$ cat src/vcp_consts.svh
// Constants for the voice capture path: offsets, fields, resets, timing
// Notes on behaviour
// - Core runs only while enable bit 0 is set; idle after reset.
// - Gain is (code minus 40) times 0.5 dB, capped at code 80, code in bits 22:16, reset 40.
// - Encoder field 13:12: A-law, mu-law, CVSD, bypass; reset value 2.
// - Rate field 9:8 gives 64, 32, 16 or 8 ksps in bypass; reset 0.
// - For log PCM, bit 6 high or encoder code 0 picks A-law; bit 6 low with code 1 picks mu-law.
// - Notch field 3:2 zero bypasses; else first-order IIR high-pass; reset 1.
// - PDM line sampled at 1.28 MHz; left on rising, right on falling.
// - Input is one analog microphone or a left/right digital pair.
// - Log PCM and CVSD output streams run at 64 kbit/s.
// - Source bit 0 low takes analog path, high takes digital path.
// - CIC turns 1-bit PDM into 12-bit PCM, 1.28 MHz down to 320 kHz.
`ifndef VCP_CONSTS_SVH
`define VCP_CONSTS_SVH
`define VCP_OFF_ENABLE 8'h00
`define VCP_OFF_SPARE 8'h08
`define VCP_OFF_CFG 8'h0C
`define VCP_OFF_LAST 8'h20
`define VCP_CFG_RST 32'h0028_2004
`define VCP_CFG_MASK 32'h007F_33EF
`define VCP_F_MIC 0
`define VCP_F_PLRY 1
`define VCP_F_NOTCH 2
`define VCP_F_SIDE 5
`define VCP_F_LAW 6
`define VCP_F_BW 7
`define VCP_F_RATE 8
`define VCP_F_ENC 12
`define VCP_F_GAIN 16
`define VCP_GAIN_UNITY 7'h28
`define VCP_GAIN_MAX 7'h50
`define VCP_GAIN_STEPS 12
`define VCP_CLK_HZ 200000000
`define VCP_PDM_HZ 1280000
`define VCP_ACC_MOD (`VCP_CLK_HZ / 10000)
`define VCP_ACC_INC (2 * `VCP_PDM_HZ / 10000)
`define VCP_CIC_R 4
`define VCP_DEC_BASE 5
`define VCP_DEC_PCM 40
`define VCP_CVSD_MIN 12'h010
`define VCP_CVSD_MAX 12'h500
`define VCP_CVSD_INC 12'h040
`define VCP_CVSD_DEC 12'h008
`endif

$ cat src/vcp_pkg.sv
// Types shared by the voice capture path modules
package vcp_pkg;
   typedef enum logic [1:0] {VCP_ENC_ALAW, VCP_ENC_ULAW, VCP_ENC_CVSD,
      VCP_ENC_BYP} vcp_enc_t;
   typedef struct packed {
      logic signed [9:0] i1, i2, i3, c1, c2, c3;
      logic [1:0] ph;
      logic vld;
      logic signed [11:0] pcm;
   } vcp_cic_st_t;
   typedef struct packed {
      logic enable;
      logic [31:0] cfg, rdata;
      logic [14:0] acc;
      logic pclk, bvld, bval;
      logic [5:0] dcnt;
      logic signed [15:0] lp, nx, est;
      logic signed [25:0] ny;
      logic [11:0] step;
      logic [2:0] hist;
      logic ovld;
      logic [15:0] odata, last;
   } vcp_st_t;
endpackage

$ cat src/vcp_pcm_if.sv
// Bit strobes to the decimator and PCM samples back
`timescale 1ns/1ps
interface vcp_pcm_if;
   logic bit_vld;
   logic bit_val;
   logic clr;
   logic pcm_vld;
   logic signed [11:0] pcm;
   modport core (output bit_vld, bit_val, clr, input pcm_vld, pcm);
   modport dec (input bit_vld, bit_val, clr, output pcm_vld, pcm);
endinterface

$ cat src/vcp_core.sv
// Voice capture path: register bank, PDM clock, filters, gain, encoder
//
// Decided for this implementation: strobed register access.
`timescale 1ns/1ps
`include "vcp_consts.svh"
module vcp_core (
   input wire logic clk,
   input wire logic sys_rst,
   input wire logic [7:0] reg_addr,
   input wire logic [31:0] reg_wdata,
   input wire logic reg_wr,
   input wire logic reg_rd,
   output logic [31:0] reg_rdata,
   output logic pdm_clk_o,
   input wire logic pdm_data_i,
   input wire logic [11:0] analog_microphone_data,
   input wire logic analog_microphone_valid,
   output logic smp_valid_o,
   output logic [15:0] smp_data_o
);
   vcp_pkg::vcp_st_t st_r, st_nxt;
   vcp_pcm_if pi();

   logic run, dmic, stereo_side_select, log_law_select, bw, plry;
   logic [1:0] dc_blocker_width, rsel;
   logic [6:0] gcode, gqr;
   vcp_pkg::vcp_enc_t enc;
   logic tick, in_vld, dv, cb;
   logic [15:0] a_sum;
   logic [5:0] div;
   logic signed [15:0] in_x, d_x, n_y, g_y;
   logic signed [16:0] ldif, ndif;
   logic signed [25:0] ny_n;
   logic signed [28:0] prod;
   logic signed [35:0] gprod;
   logic [2:0] ch;
   logic [11:0] step_n;
   logic [7:0] hc_r;
   logic [5:0] ic_r;

   ////////////////////////////////////////////////////////////////////////
   function automatic logic signed [15:0] sat16(
      input logic signed [35:0] v);
      if (v > 36'sh7FFF) begin
         return 16'sh7FFF;
      end
      if (v < -36'sh8000) begin
         return 16'sh8000;
      end
      return 16'(v);
   endfunction

   function automatic logic signed [11:0] analog_microphone_lin(
      input logic [11:0] d, input logic p);
      logic signed [12:0] v;
      v = $signed({1'b0, d}) - 13'sh0800;
      if (p) begin
         v = -v;
      end
      return (v > 13'sh07FF) ? 12'sh7FF : 12'(v);
   endfunction

   // Splits the gain code into 6 dB octave and half-dB step
   function automatic logic [6:0] gain_qr(input logic [6:0] c);
      logic [6:0] e;
      logic [2:0] q;
      e = ((c > `VCP_GAIN_MAX) ? `VCP_GAIN_MAX : c) + 7'h08;
      q = 3'h0;
      for (int j = 1; j < 8; j++) begin
         if (e >= 7'(`VCP_GAIN_STEPS * j)) begin
            q = 3'(j);
         end
      end
      return {q, 4'(e - 7'(`VCP_GAIN_STEPS * q))};
   endfunction

   function automatic logic [11:0] gain_mant(input logic [3:0] r);
      unique case (r)
         4'h0: return 12'h400;
         4'h1: return 12'h43D;
         4'h2: return 12'h47D;
         4'h3: return 12'h4C1;
         4'h4: return 12'h509;
         4'h5: return 12'h556;
         4'h6: return 12'h5A6;
         4'h7: return 12'h5FC;
         4'h8: return 12'h657;
         4'h9: return 12'h6B7;
         4'hA: return 12'h71D;
         4'hB: return 12'h789;
         default: return 12'h400;
      endcase
   endfunction

   function automatic logic [7:0] mulaw(input logic signed [15:0] x);
      logic signed [15:0] v;
      logic [13:0] m;
      logic [2:0] sg;
      v = x >>> 2;
      m = x[15] ? 14'(-v) : 14'(v);
      if (m > 14'h1FDE) begin
         m = 14'h1FDE;
      end
      m = m + 14'h0021;
      sg = 3'h0;
      for (int i = 1; i < 8; i++) begin
         if (m[i + 5]) begin
            sg = 3'(i);
         end
      end
      return ~{x[15], sg, 4'(m >> ({1'b0, sg} + 4'h1))};
   endfunction

   function automatic logic [7:0] alaw(input logic signed [15:0] x);
      logic signed [15:0] v;
      logic [11:0] m;
      logic [2:0] sg;
      logic [3:0] mn;
      v = x >>> 3;
      m = x[15] ? 12'(-v - 16'sh0001) : 12'(v);
      sg = 3'h0;
      for (int i = 1; i < 8; i++) begin
         if (m[i + 4]) begin
            sg = 3'(i);
         end
      end
      mn = (sg == 3'h0) ? 4'(m >> 1) : 4'(m >> sg);
      return {1'b0, sg, mn} ^ (x[15] ? 8'h55 : 8'hD5);
   endfunction

   // Log PCM is pinned to 8 ksps and CVSD to 64 ksps
   function automatic logic [5:0] dec_div(
      input vcp_pkg::vcp_enc_t e, input logic [1:0] r);
      if (e == vcp_pkg::VCP_ENC_CVSD) begin
         return 6'(`VCP_DEC_BASE);
      end
      if (e == vcp_pkg::VCP_ENC_BYP) begin
         return 6'(`VCP_DEC_BASE << r);
      end
      return 6'(`VCP_DEC_PCM);
   endfunction

   ////////////////////////////////////////////////////////////////////////
   assign run = st_r.enable;
   assign dmic = st_r.cfg[`VCP_F_MIC];
   assign plry = st_r.cfg[`VCP_F_PLRY];
   assign dc_blocker_width = st_r.cfg[`VCP_F_NOTCH +: 2];
   assign stereo_side_select = st_r.cfg[`VCP_F_SIDE];
   assign log_law_select = st_r.cfg[`VCP_F_LAW];
   assign bw = st_r.cfg[`VCP_F_BW];
   assign rsel = st_r.cfg[`VCP_F_RATE +: 2];
   assign enc = vcp_pkg::vcp_enc_t'(st_r.cfg[`VCP_F_ENC +: 2]);
   assign gcode = st_r.cfg[`VCP_F_GAIN +: 7];
   assign gqr = gain_qr(gcode);
   assign div = dec_div(enc, rsel);

   // The whole chain settles in one cycle per sample; at 320 ksps there
   // are over 600 clocks per sample, so depth was traded for area
   always_comb begin
      st_nxt = st_r;
      st_nxt.rdata = 32'h0000_0000;
      st_nxt.ovld = 1'b0;
      st_nxt.bvld = 1'b0;
      tick = 1'b0;
      a_sum = 16'(st_r.acc) + 16'(`VCP_ACC_INC);
      ldif = '0;
      ndif = '0;
      prod = '0;
      ny_n = '0;
      dv = 1'b0;
      cb = 1'b0;
      ch = 3'h0;
      step_n = st_r.step;
      if (reg_wr && reg_addr == `VCP_OFF_ENABLE) begin
         st_nxt.enable = reg_wdata[0];
      end
      if (reg_wr && reg_addr == `VCP_OFF_CFG) begin
         st_nxt.cfg = reg_wdata & `VCP_CFG_MASK;
      end
      if (reg_rd) begin
         case (reg_addr)
            `VCP_OFF_ENABLE: st_nxt.rdata = {31'h0, st_r.enable};
            `VCP_OFF_CFG: st_nxt.rdata = st_r.cfg;
            `VCP_OFF_LAST: st_nxt.rdata = {16'h0000, st_r.last};
            default: st_nxt.rdata = 32'h0000_0000;
         endcase
      end
      // Fractional divider: edges 78 clocks apart, every eighth one 79
      if (run && dmic) begin
         tick = a_sum >= 16'(`VCP_ACC_MOD);
         st_nxt.acc = tick ? 15'(a_sum - 16'(`VCP_ACC_MOD)) : 15'(a_sum);
         if (tick) begin
            st_nxt.pclk = ~st_r.pclk;
            if (st_r.pclk == stereo_side_select) begin
               st_nxt.bvld = 1'b1;
               st_nxt.bval = pdm_data_i;
            end
         end
      end else begin
         st_nxt.acc = '0;
         st_nxt.pclk = 1'b0;
      end
      // Source select
      in_vld = run && (dmic ? pi.pcm_vld : analog_microphone_valid);
      in_x = dmic ? {pi.pcm, 4'h0} :
         {analog_microphone_lin(analog_microphone_data, plry), 4'h0};
      // Low-pass before decimation, 8 kHz or 4 kHz corner
      if (in_vld) begin
         ldif = 17'(in_x) - 17'(st_r.lp);
         st_nxt.lp = st_r.lp + 16'(ldif >>> (bw ? 4 : 3));
         if (st_r.dcnt >= div - 6'h01) begin
            st_nxt.dcnt = 6'h00;
            dv = 1'b1;
         end else begin
            st_nxt.dcnt = st_r.dcnt + 6'h01;
         end
      end
      d_x = st_nxt.lp;
      // DC notch, y(n) = x(n) - x(n-1) + y(n-1) * (1 - k / 2^14)
      ndif = 17'(d_x) - 17'(st_r.nx);
      prod = st_r.ny * $signed({1'b0, dc_blocker_width});
      ny_n = 26'($signed({ndif, 8'h00})) + st_r.ny - 26'(prod >>> 14);
      n_y = (dc_blocker_width == 2'h0) ? d_x :
         sat16(36'(ny_n >>> 8));
      // Gain, mantissa table times a power of two
      gprod = (36'(n_y) * $signed({1'b0, gain_mant(gqr[3:0])})) <<< gqr[6:4];
      g_y = sat16(gprod >>> 14);
      // CVSD delta with syllabic step adaption
      cb = g_y >= st_r.est;
      ch = {st_r.hist[1:0], cb};
      if (ch == 3'h7 || ch == 3'h0) begin
         step_n = (st_r.step < `VCP_CVSD_MAX - `VCP_CVSD_INC) ?
            st_r.step + `VCP_CVSD_INC : `VCP_CVSD_MAX;
      end else begin
         step_n = (st_r.step > `VCP_CVSD_MIN + `VCP_CVSD_DEC) ?
            st_r.step - `VCP_CVSD_DEC : `VCP_CVSD_MIN;
      end
      if (dv) begin
         st_nxt.nx = d_x;
         st_nxt.ny = ny_n;
         st_nxt.ovld = 1'b1;
         unique case (enc)
            vcp_pkg::VCP_ENC_ALAW, vcp_pkg::VCP_ENC_ULAW: begin
               st_nxt.odata = {8'h00, (enc == vcp_pkg::VCP_ENC_ALAW ||
                  log_law_select) ? alaw(g_y) : mulaw(g_y)};
            end
            vcp_pkg::VCP_ENC_CVSD: begin
               st_nxt.hist = ch;
               st_nxt.step = step_n;
               st_nxt.est = sat16(cb ? 36'(st_r.est) + 36'(step_n) :
                  36'(st_r.est) - 36'(step_n));
               st_nxt.odata = {15'h0000, cb};
            end
            vcp_pkg::VCP_ENC_BYP: begin
               st_nxt.odata = g_y;
            end
         endcase
         st_nxt.last = st_nxt.odata;
      end
      // Idle core holds its filters cleared so a restart is clean
      if (!run) begin
         st_nxt.lp = '0;
         st_nxt.dcnt = '0;
         st_nxt.nx = '0;
         st_nxt.ny = '0;
         st_nxt.est = '0;
         st_nxt.hist = '0;
         st_nxt.step = `VCP_CVSD_MIN;
         st_nxt.ovld = 1'b0;
      end
   end

   always_ff @(posedge clk or posedge sys_rst) begin
      if (sys_rst) begin
         st_r <= '0;
         st_r.cfg <= `VCP_CFG_RST;
         st_r.step <= `VCP_CVSD_MIN;
      end else begin
         st_r <= st_nxt;
      end
   end

   assign pi.bit_vld = st_r.bvld;
   assign pi.bit_val = st_r.bval;
   assign pi.clr = !run || !dmic;
   assign reg_rdata = st_r.rdata;
   assign pdm_clk_o = st_r.pclk;
   assign smp_valid_o = st_r.ovld;
   assign smp_data_o = st_r.odata;

   vcp_cic u_cic (
      .clk(clk),
      .sys_rst(sys_rst),
      .pi(pi)
   );

   ////////////////////////////////////////////////////////////////////////
   // Spacing counters watched only by the checks below
   always_ff @(posedge clk or posedge sys_rst) begin
      if (sys_rst) begin
         hc_r <= 8'h00;
         ic_r <= 6'h00;
      end else begin
         hc_r <= (!(run && dmic) || tick) ? 8'h00 : hc_r + 8'h01;
         if (!run) begin
            ic_r <= 6'h00;
         end else if (in_vld) begin
            ic_r <= dv ? 6'h00 : ic_r + 6'h01;
         end
      end
   end
endmodule

$ cat src/vcp_cic.sv
// Third-order CIC decimator for the digital microphone stream
`timescale 1ns/1ps
`include "vcp_consts.svh"
module vcp_cic (
   input wire logic clk,
   input wire logic sys_rst,
   vcp_pcm_if.dec pi
);
   vcp_pkg::vcp_cic_st_t st_r, st_nxt;
   logic signed [9:0] x, d0, d1, d2, y;
   logic [2:0] bc_r;

   // Integrators wrap on purpose; the comb stage undoes the wrap
   always_comb begin
      st_nxt = st_r;
      st_nxt.vld = 1'b0;
      x = pi.bit_val ? 10'sh001 : -10'sh001;
      d0 = '0;
      d1 = '0;
      d2 = '0;
      y = '0;
      if (pi.clr) begin
         st_nxt = '0;
      end else if (pi.bit_vld) begin
         st_nxt.i1 = st_r.i1 + x;
         st_nxt.i2 = st_r.i2 + st_nxt.i1;
         st_nxt.i3 = st_r.i3 + st_nxt.i2;
         st_nxt.ph = st_r.ph + 2'h1;
         if (st_r.ph == 2'(`VCP_CIC_R - 1)) begin
            d0 = st_nxt.i3;
            d1 = d0 - st_r.c1;
            d2 = d1 - st_r.c2;
            y = d2 - st_r.c3;
            st_nxt.c1 = d0;
            st_nxt.c2 = d1;
            st_nxt.c3 = d2;
            // Full scale is 64; scale to 12 bits and clip the top code
            st_nxt.pcm = (y > 10'sh03F) ? 12'sh7FF : {y[6:0], 5'h00};
            st_nxt.vld = 1'b1;
         end
      end
   end

   always_ff @(posedge clk or posedge sys_rst) begin
      if (sys_rst) begin
         st_r <= '0;
      end else begin
         st_r <= st_nxt;
      end
   end

   assign pi.pcm_vld = st_r.vld;
   assign pi.pcm = st_r.pcm;

   always_ff @(posedge clk or posedge sys_rst) begin
      if (sys_rst) begin
         bc_r <= 3'h0;
      end else if (pi.clr) begin
         bc_r <= 3'h0;
      end else if (st_r.vld) begin
         bc_r <= pi.bit_vld ? 3'h1 : 3'h0;
      end else if (pi.bit_vld) begin
         bc_r <= bc_r + 3'h1;
      end
   end
endmodule

$ cat config.mk
export PLATFORM = sky130hd
export DESIGN_NAME = vcp_core
export DESIGN_NICKNAME = d
export VERILOG_FILES = /design/src/vcp_pkg.sv /design/src/vcp_pcm_if.sv /design/src/vcp_core.sv /design/src/vcp_cic.sv
export VERILOG_INCLUDE_DIRS = /design/src
export SDC_FILE = /design/constraint.sdc
export NUM_CORES = 2
export LEC_CHECK = 0
export BUFFER_PORTS_ARGS = -buffer_cell sky130_fd_sc_hd__buf_2
export CORE_ASPECT_RATIO = 0.9
export CORE_MARGIN = 1.5
export CORE_UTILIZATION = 45
export CTS_BUF_LIST = sky130_fd_sc_hd__clkbuf_2
export DETAILED_ROUTE_END_ITERATION = 10
export SLEW_MARGIN = 10
export SYNTH_ARGS = -nofsm -noshare
export SYNTH_HDL_FRONTEND = slang
export SYNTH_SLANG_ARGS = --single-unit
$ cat constraint.sdc
create_clock -name clk -period 20.6 [get_ports clk]
set_clock_uncertainty 0.15 [all_clocks]
set_input_delay 1.03 -clock clk [delete_from_list [all_inputs] [get_ports clk]]
set_output_delay 1.03 -clock clk [all_outputs]
set_load 0.005 [all_outputs]
==> impl_metrics.csv <==
group,metric,value,unit
clocking,cts_root_buf,"clkbuf_2",
clocking,clock_sinks,237,
global_routing,grt_pass1_wl,155000,um
place,dpl.hpwl,74600,um
critical_path,critPathMaxStageDelay,620,ps
outcome,failed_checks,"negative setup slack",
critical_path,end_kind,"flop",
finish,fillers,6463,
global_routing,grt-busiest-layer,"met2",
die,start_util,0.454,
place,io_buffers,84,
synthesis,synth_edf_count,0,
synthesis,synthFlopType,"dfrtp_1",
critical_path,startpoint,"analog_microphone_data[5]",
synthesis,synth-async-reset-ratio,1.00,
sta,tightest_slew,1190,ps
critical_path,reg2reg_from,"dmic$_DFFE_PP0P_",
critical_path,rr_endpoint,"st_r[83]$_DFFE_PP0P_",
synthesis,ys_ff_latch,237,
sta,rsz0062_at_grt,"yes",
sta,slew_viol_final,0,
synthesis,seq_area_frac_synth,0.187,
global_routing,grt.overflow.total,0,
global_routing,grt_pass1_vias,29700,
synthesis,synth_top_cell_by_area,"dfrtp_1",
outcome,status,"finished with violations",
synthesis,synth_area_leaders,"dfrtp_1, ha_1, fa_1, inv_1, a21oi_1",
synthesis,synth_common_cells,"inv_1, nand2_1, nor2_1, ha_1, a21oi_1",
global_routing,antenna_found_initial,6,
die,core,0.0699,mm^2
place,place.gp.congestion,0.943,
synthesis,yosysWarnings,0,
sta,slew-limit-headroom,0.194,
sta,finalCritPeriodShare,1.03,
synthesis,syn_inst,3889,
die,num_io_pins,108,
synthesis,synth_top_area_share,0.183,
clocking,cts_tree,"yes",
die,rows,92,
clocking,htreeDepth,3,
die,fp.dieArea,0.0721,mm^2
global_routing,grt_max_degree,117,
die,die_y,255,um
critical_path,crit_type,"in2reg",
drt,num_vias,30500,
synthesis,syn_area,0.0317,mm^2
flow_run,max_cap_violations,0,
place,pre_cts_ws,-1930,ps
finish,nNetsFinal,5190,
global_routing,met1_usage,0.367,
global_routing,grtUsageTotal,0.264,
global_routing,use_met2,0.432,
clocking,clockBufferDepth,3,
drt,firstDrtPassIters,6,
drt,drt_iter0_drc,2162,
drt,wire_per_inst,17.1,um
drt,detail-route-antenna-nets,0,
clocking,cts.clk_slew.worst_paths,130,ps
critical_path,path_common_cell,"a21o_1",
min_path,hold_path_class,"in2reg",
die,die_w,283,um
drt,drc,0,
drt,route.final.wire_length,96500,um
critical_path,crit_slowest_cell,"or4b_4",
critical_path,cp_data_required_time,21380,ps
critical_path,crit_end,"st_r[83]$_DFFE_PP0P_",
critical_path,cp_max_fo,7,
global_routing,grt_util_met3,0.0393,
critical_path,startpoint_type,"input pin",
clocking,clk_latency,1110,ps
sta,finalCriticalPeriod,21260,ps
sta,finalHoldViolCount,0,
sta,fmax,47.0,MHz
critical_path,rrSetupSlack,-370,ps
synthesis,yosysMostFrequentCell,"inv_1",
finish,syn_to_final_growth,27.5,%
finish,layout-drive-gt1-share,0.290,
synthesis,synth_cell_types,131,
critical_path,arrival,22040,ps
sta,setup_ws,-660,ps
critical_path,r2r_cells,115,
drt,via_per_inst,5.41,
clocking,cts_inserted_buffers,71,
synthesis,postSynthAreaPerCell,8.16,um^2
sta,setup_viol,16,
==> through the flow <==
step | hold WS [ps] | utilization | cell area (um^2) | TNS [ps] | cells
CTS | 86.8 | 0.567 | 39600 | -2360 | 5602
global route | 92.9 | 0.579 | 40500 | -25250 | 5633
detailed placement | 337 | 0.540 | 37700 | -29520 | 5378
finish | 185 | 0.579 | 40500 | -9720 | 5633
global placement | 333 | 0.540 | 37700 | -24770 | 5378
floorplan | 317 | - | 32200 | -17910 | 3897
==> cell families after synthesis <==
logic type                 count (synthesis)  share of synthesized area
buffers and inverters                    645                     0.0833
xor gates and xnor gates                 194                     0.0549
muxes                                    105                     0.0346
AOI/OAI and AO/OA                        994                      0.212
adders and majority gates                495                      0.239
DFF                                      237                      0.187
other                                      1                   0.000118
and+or+nand+nor                         1218                      0.188
==> critical path, delay by kind of cell <==
| family | cells | cell delay, ps |
|---|---|---|
| AOI/OAI and AO/OA | 57 | 9390 |
| adders and majority gates | 14 | 5220 |
| and+or+nand+nor | 31 | 4100 |
| buffers and inverters | 14 | 1410 |
| xor gates and xnor gates | 3 | 490 |
| muxes | 2 | 360 |
==> cell usage in the layout (no fill, tap or decap), drive strengths merged, types with 11 or more instances in the layout <==
cell type / synthesis / final
o22ai: 18 / 18
xor2: 74 / 74
dlygate4sd3: 0 / 16
nor2: 312 / 312
clkbuf: 115 / 102
clkinv: 2 / 21
a22o: 15 / 15
or3: 25 / 25
and3: 34 / 34
nand2b: 50 / 50
o21a: 44 / 44
a221o: 17 / 17
a21boi: 11 / 11
nor2b: 70 / 70
xnor2: 118 / 118
and2: 82 / 82
mux2i: 72 / 72
a21oi: 273 / 274
o211ai: 23 / 23
mux2: 33 / 33
o211a: 11 / 11
nor4: 20 / 20
a211oi: 37 / 37
dfrtp: 232 / 232
nand4: 26 / 26
nand2: 335 / 335
inv: 445 / 448
a31oi: 39 / 39
or2: 26 / 26
nand3: 113 / 113
fa: 187 / 187
a21o: 110 / 110
o21ai: 214 / 214
ha: 308 / 308
o21bai: 30 / 30
o31ai: 18 / 18
nor3: 80 / 80
a22oi: 18 / 18
buf: 83 / 848
==> worst min-delay path by stage <==
| stage | from | end | slack [ps] | cells after the start |
|---|---|---|---|---|
| 6_report | reg_wdata[0] | run$_DFFE_PP0P_ | 180 | 2 |
| 5_1_grt | reg_wdata[0] | run$_DFFE_PP0P_ | 90 | 2 |
| 4_1_cts | reg_wdata[0] | run$_DFFE_PP0P_ | 90 | 2 |
| 3_5_place_dp | st_r[94]$_DFFE_PP0P_ | st_r[94]$_DFFE_PP0P_ | 340 | 2 |
| 3_3_place_gp | st_r[101]$_DFFE_PP0P_ | st_r[101]$_DFFE_PP0P_ | 330 | 2 |
| 2_1_floorplan | st_r[103]$_DFFE_PP0P_ | st_r[103]$_DFFE_PP0P_ | 320 | 2 |
==> cell type report <==
class	count	area (um^2)	share of cell area
Multi-Input combinational cell	3016	24600	0.607
Timing Repair Buffer	864	6430	0.159
Sequential cell	237	5940	0.147
Inverter	447	1690	0.0419
Tap cell	940	1180	0.0291
Clock buffer	102	510	0.0126
Clock inverter	24	160	0.00396
Antenna cell	3	7.51	0.000185
==> registers in the layout, summed over array words and instances, names as in the netlist <==
name	cells
dmic	1
bw	1
pi.bit_vld	1
rsel	2
log_law_select	1
u_cic.pi.pcm_vld	1
pdm_clk_o	1
gcode	7
enc	2
dc_blocker_width	2
reg_rdata	23
st_r	119
plry	1
pi.bit_val	1
run	1
u_cic.st_r	62
u_cic.pi.pcm	8
smp_valid_o	1
ch	2
==> repair_timing <==
item / in CTS / in global routing
pin swaps: 101 / 126
setup buffers: 81 / 28
gates resized for setup: 105 / 149
hold buffers: 16 / 0
hold endpoints to repair: 97 / 0
endpoints found under the setup margin: 16 / 22
cloned: 3 / 0
==> per-layer routing <==
layer / share of wire / vias up
li1: - / 14900
met1: 0.46 / 14700
met2: 0.46 / 739
met3: 0.055 / 132
met4: 0.019 / 0
met5: 0 / -
Power is not shown: default switching activity piles up to over one toggle a cycle in this logic, so the estimate is an artifact.
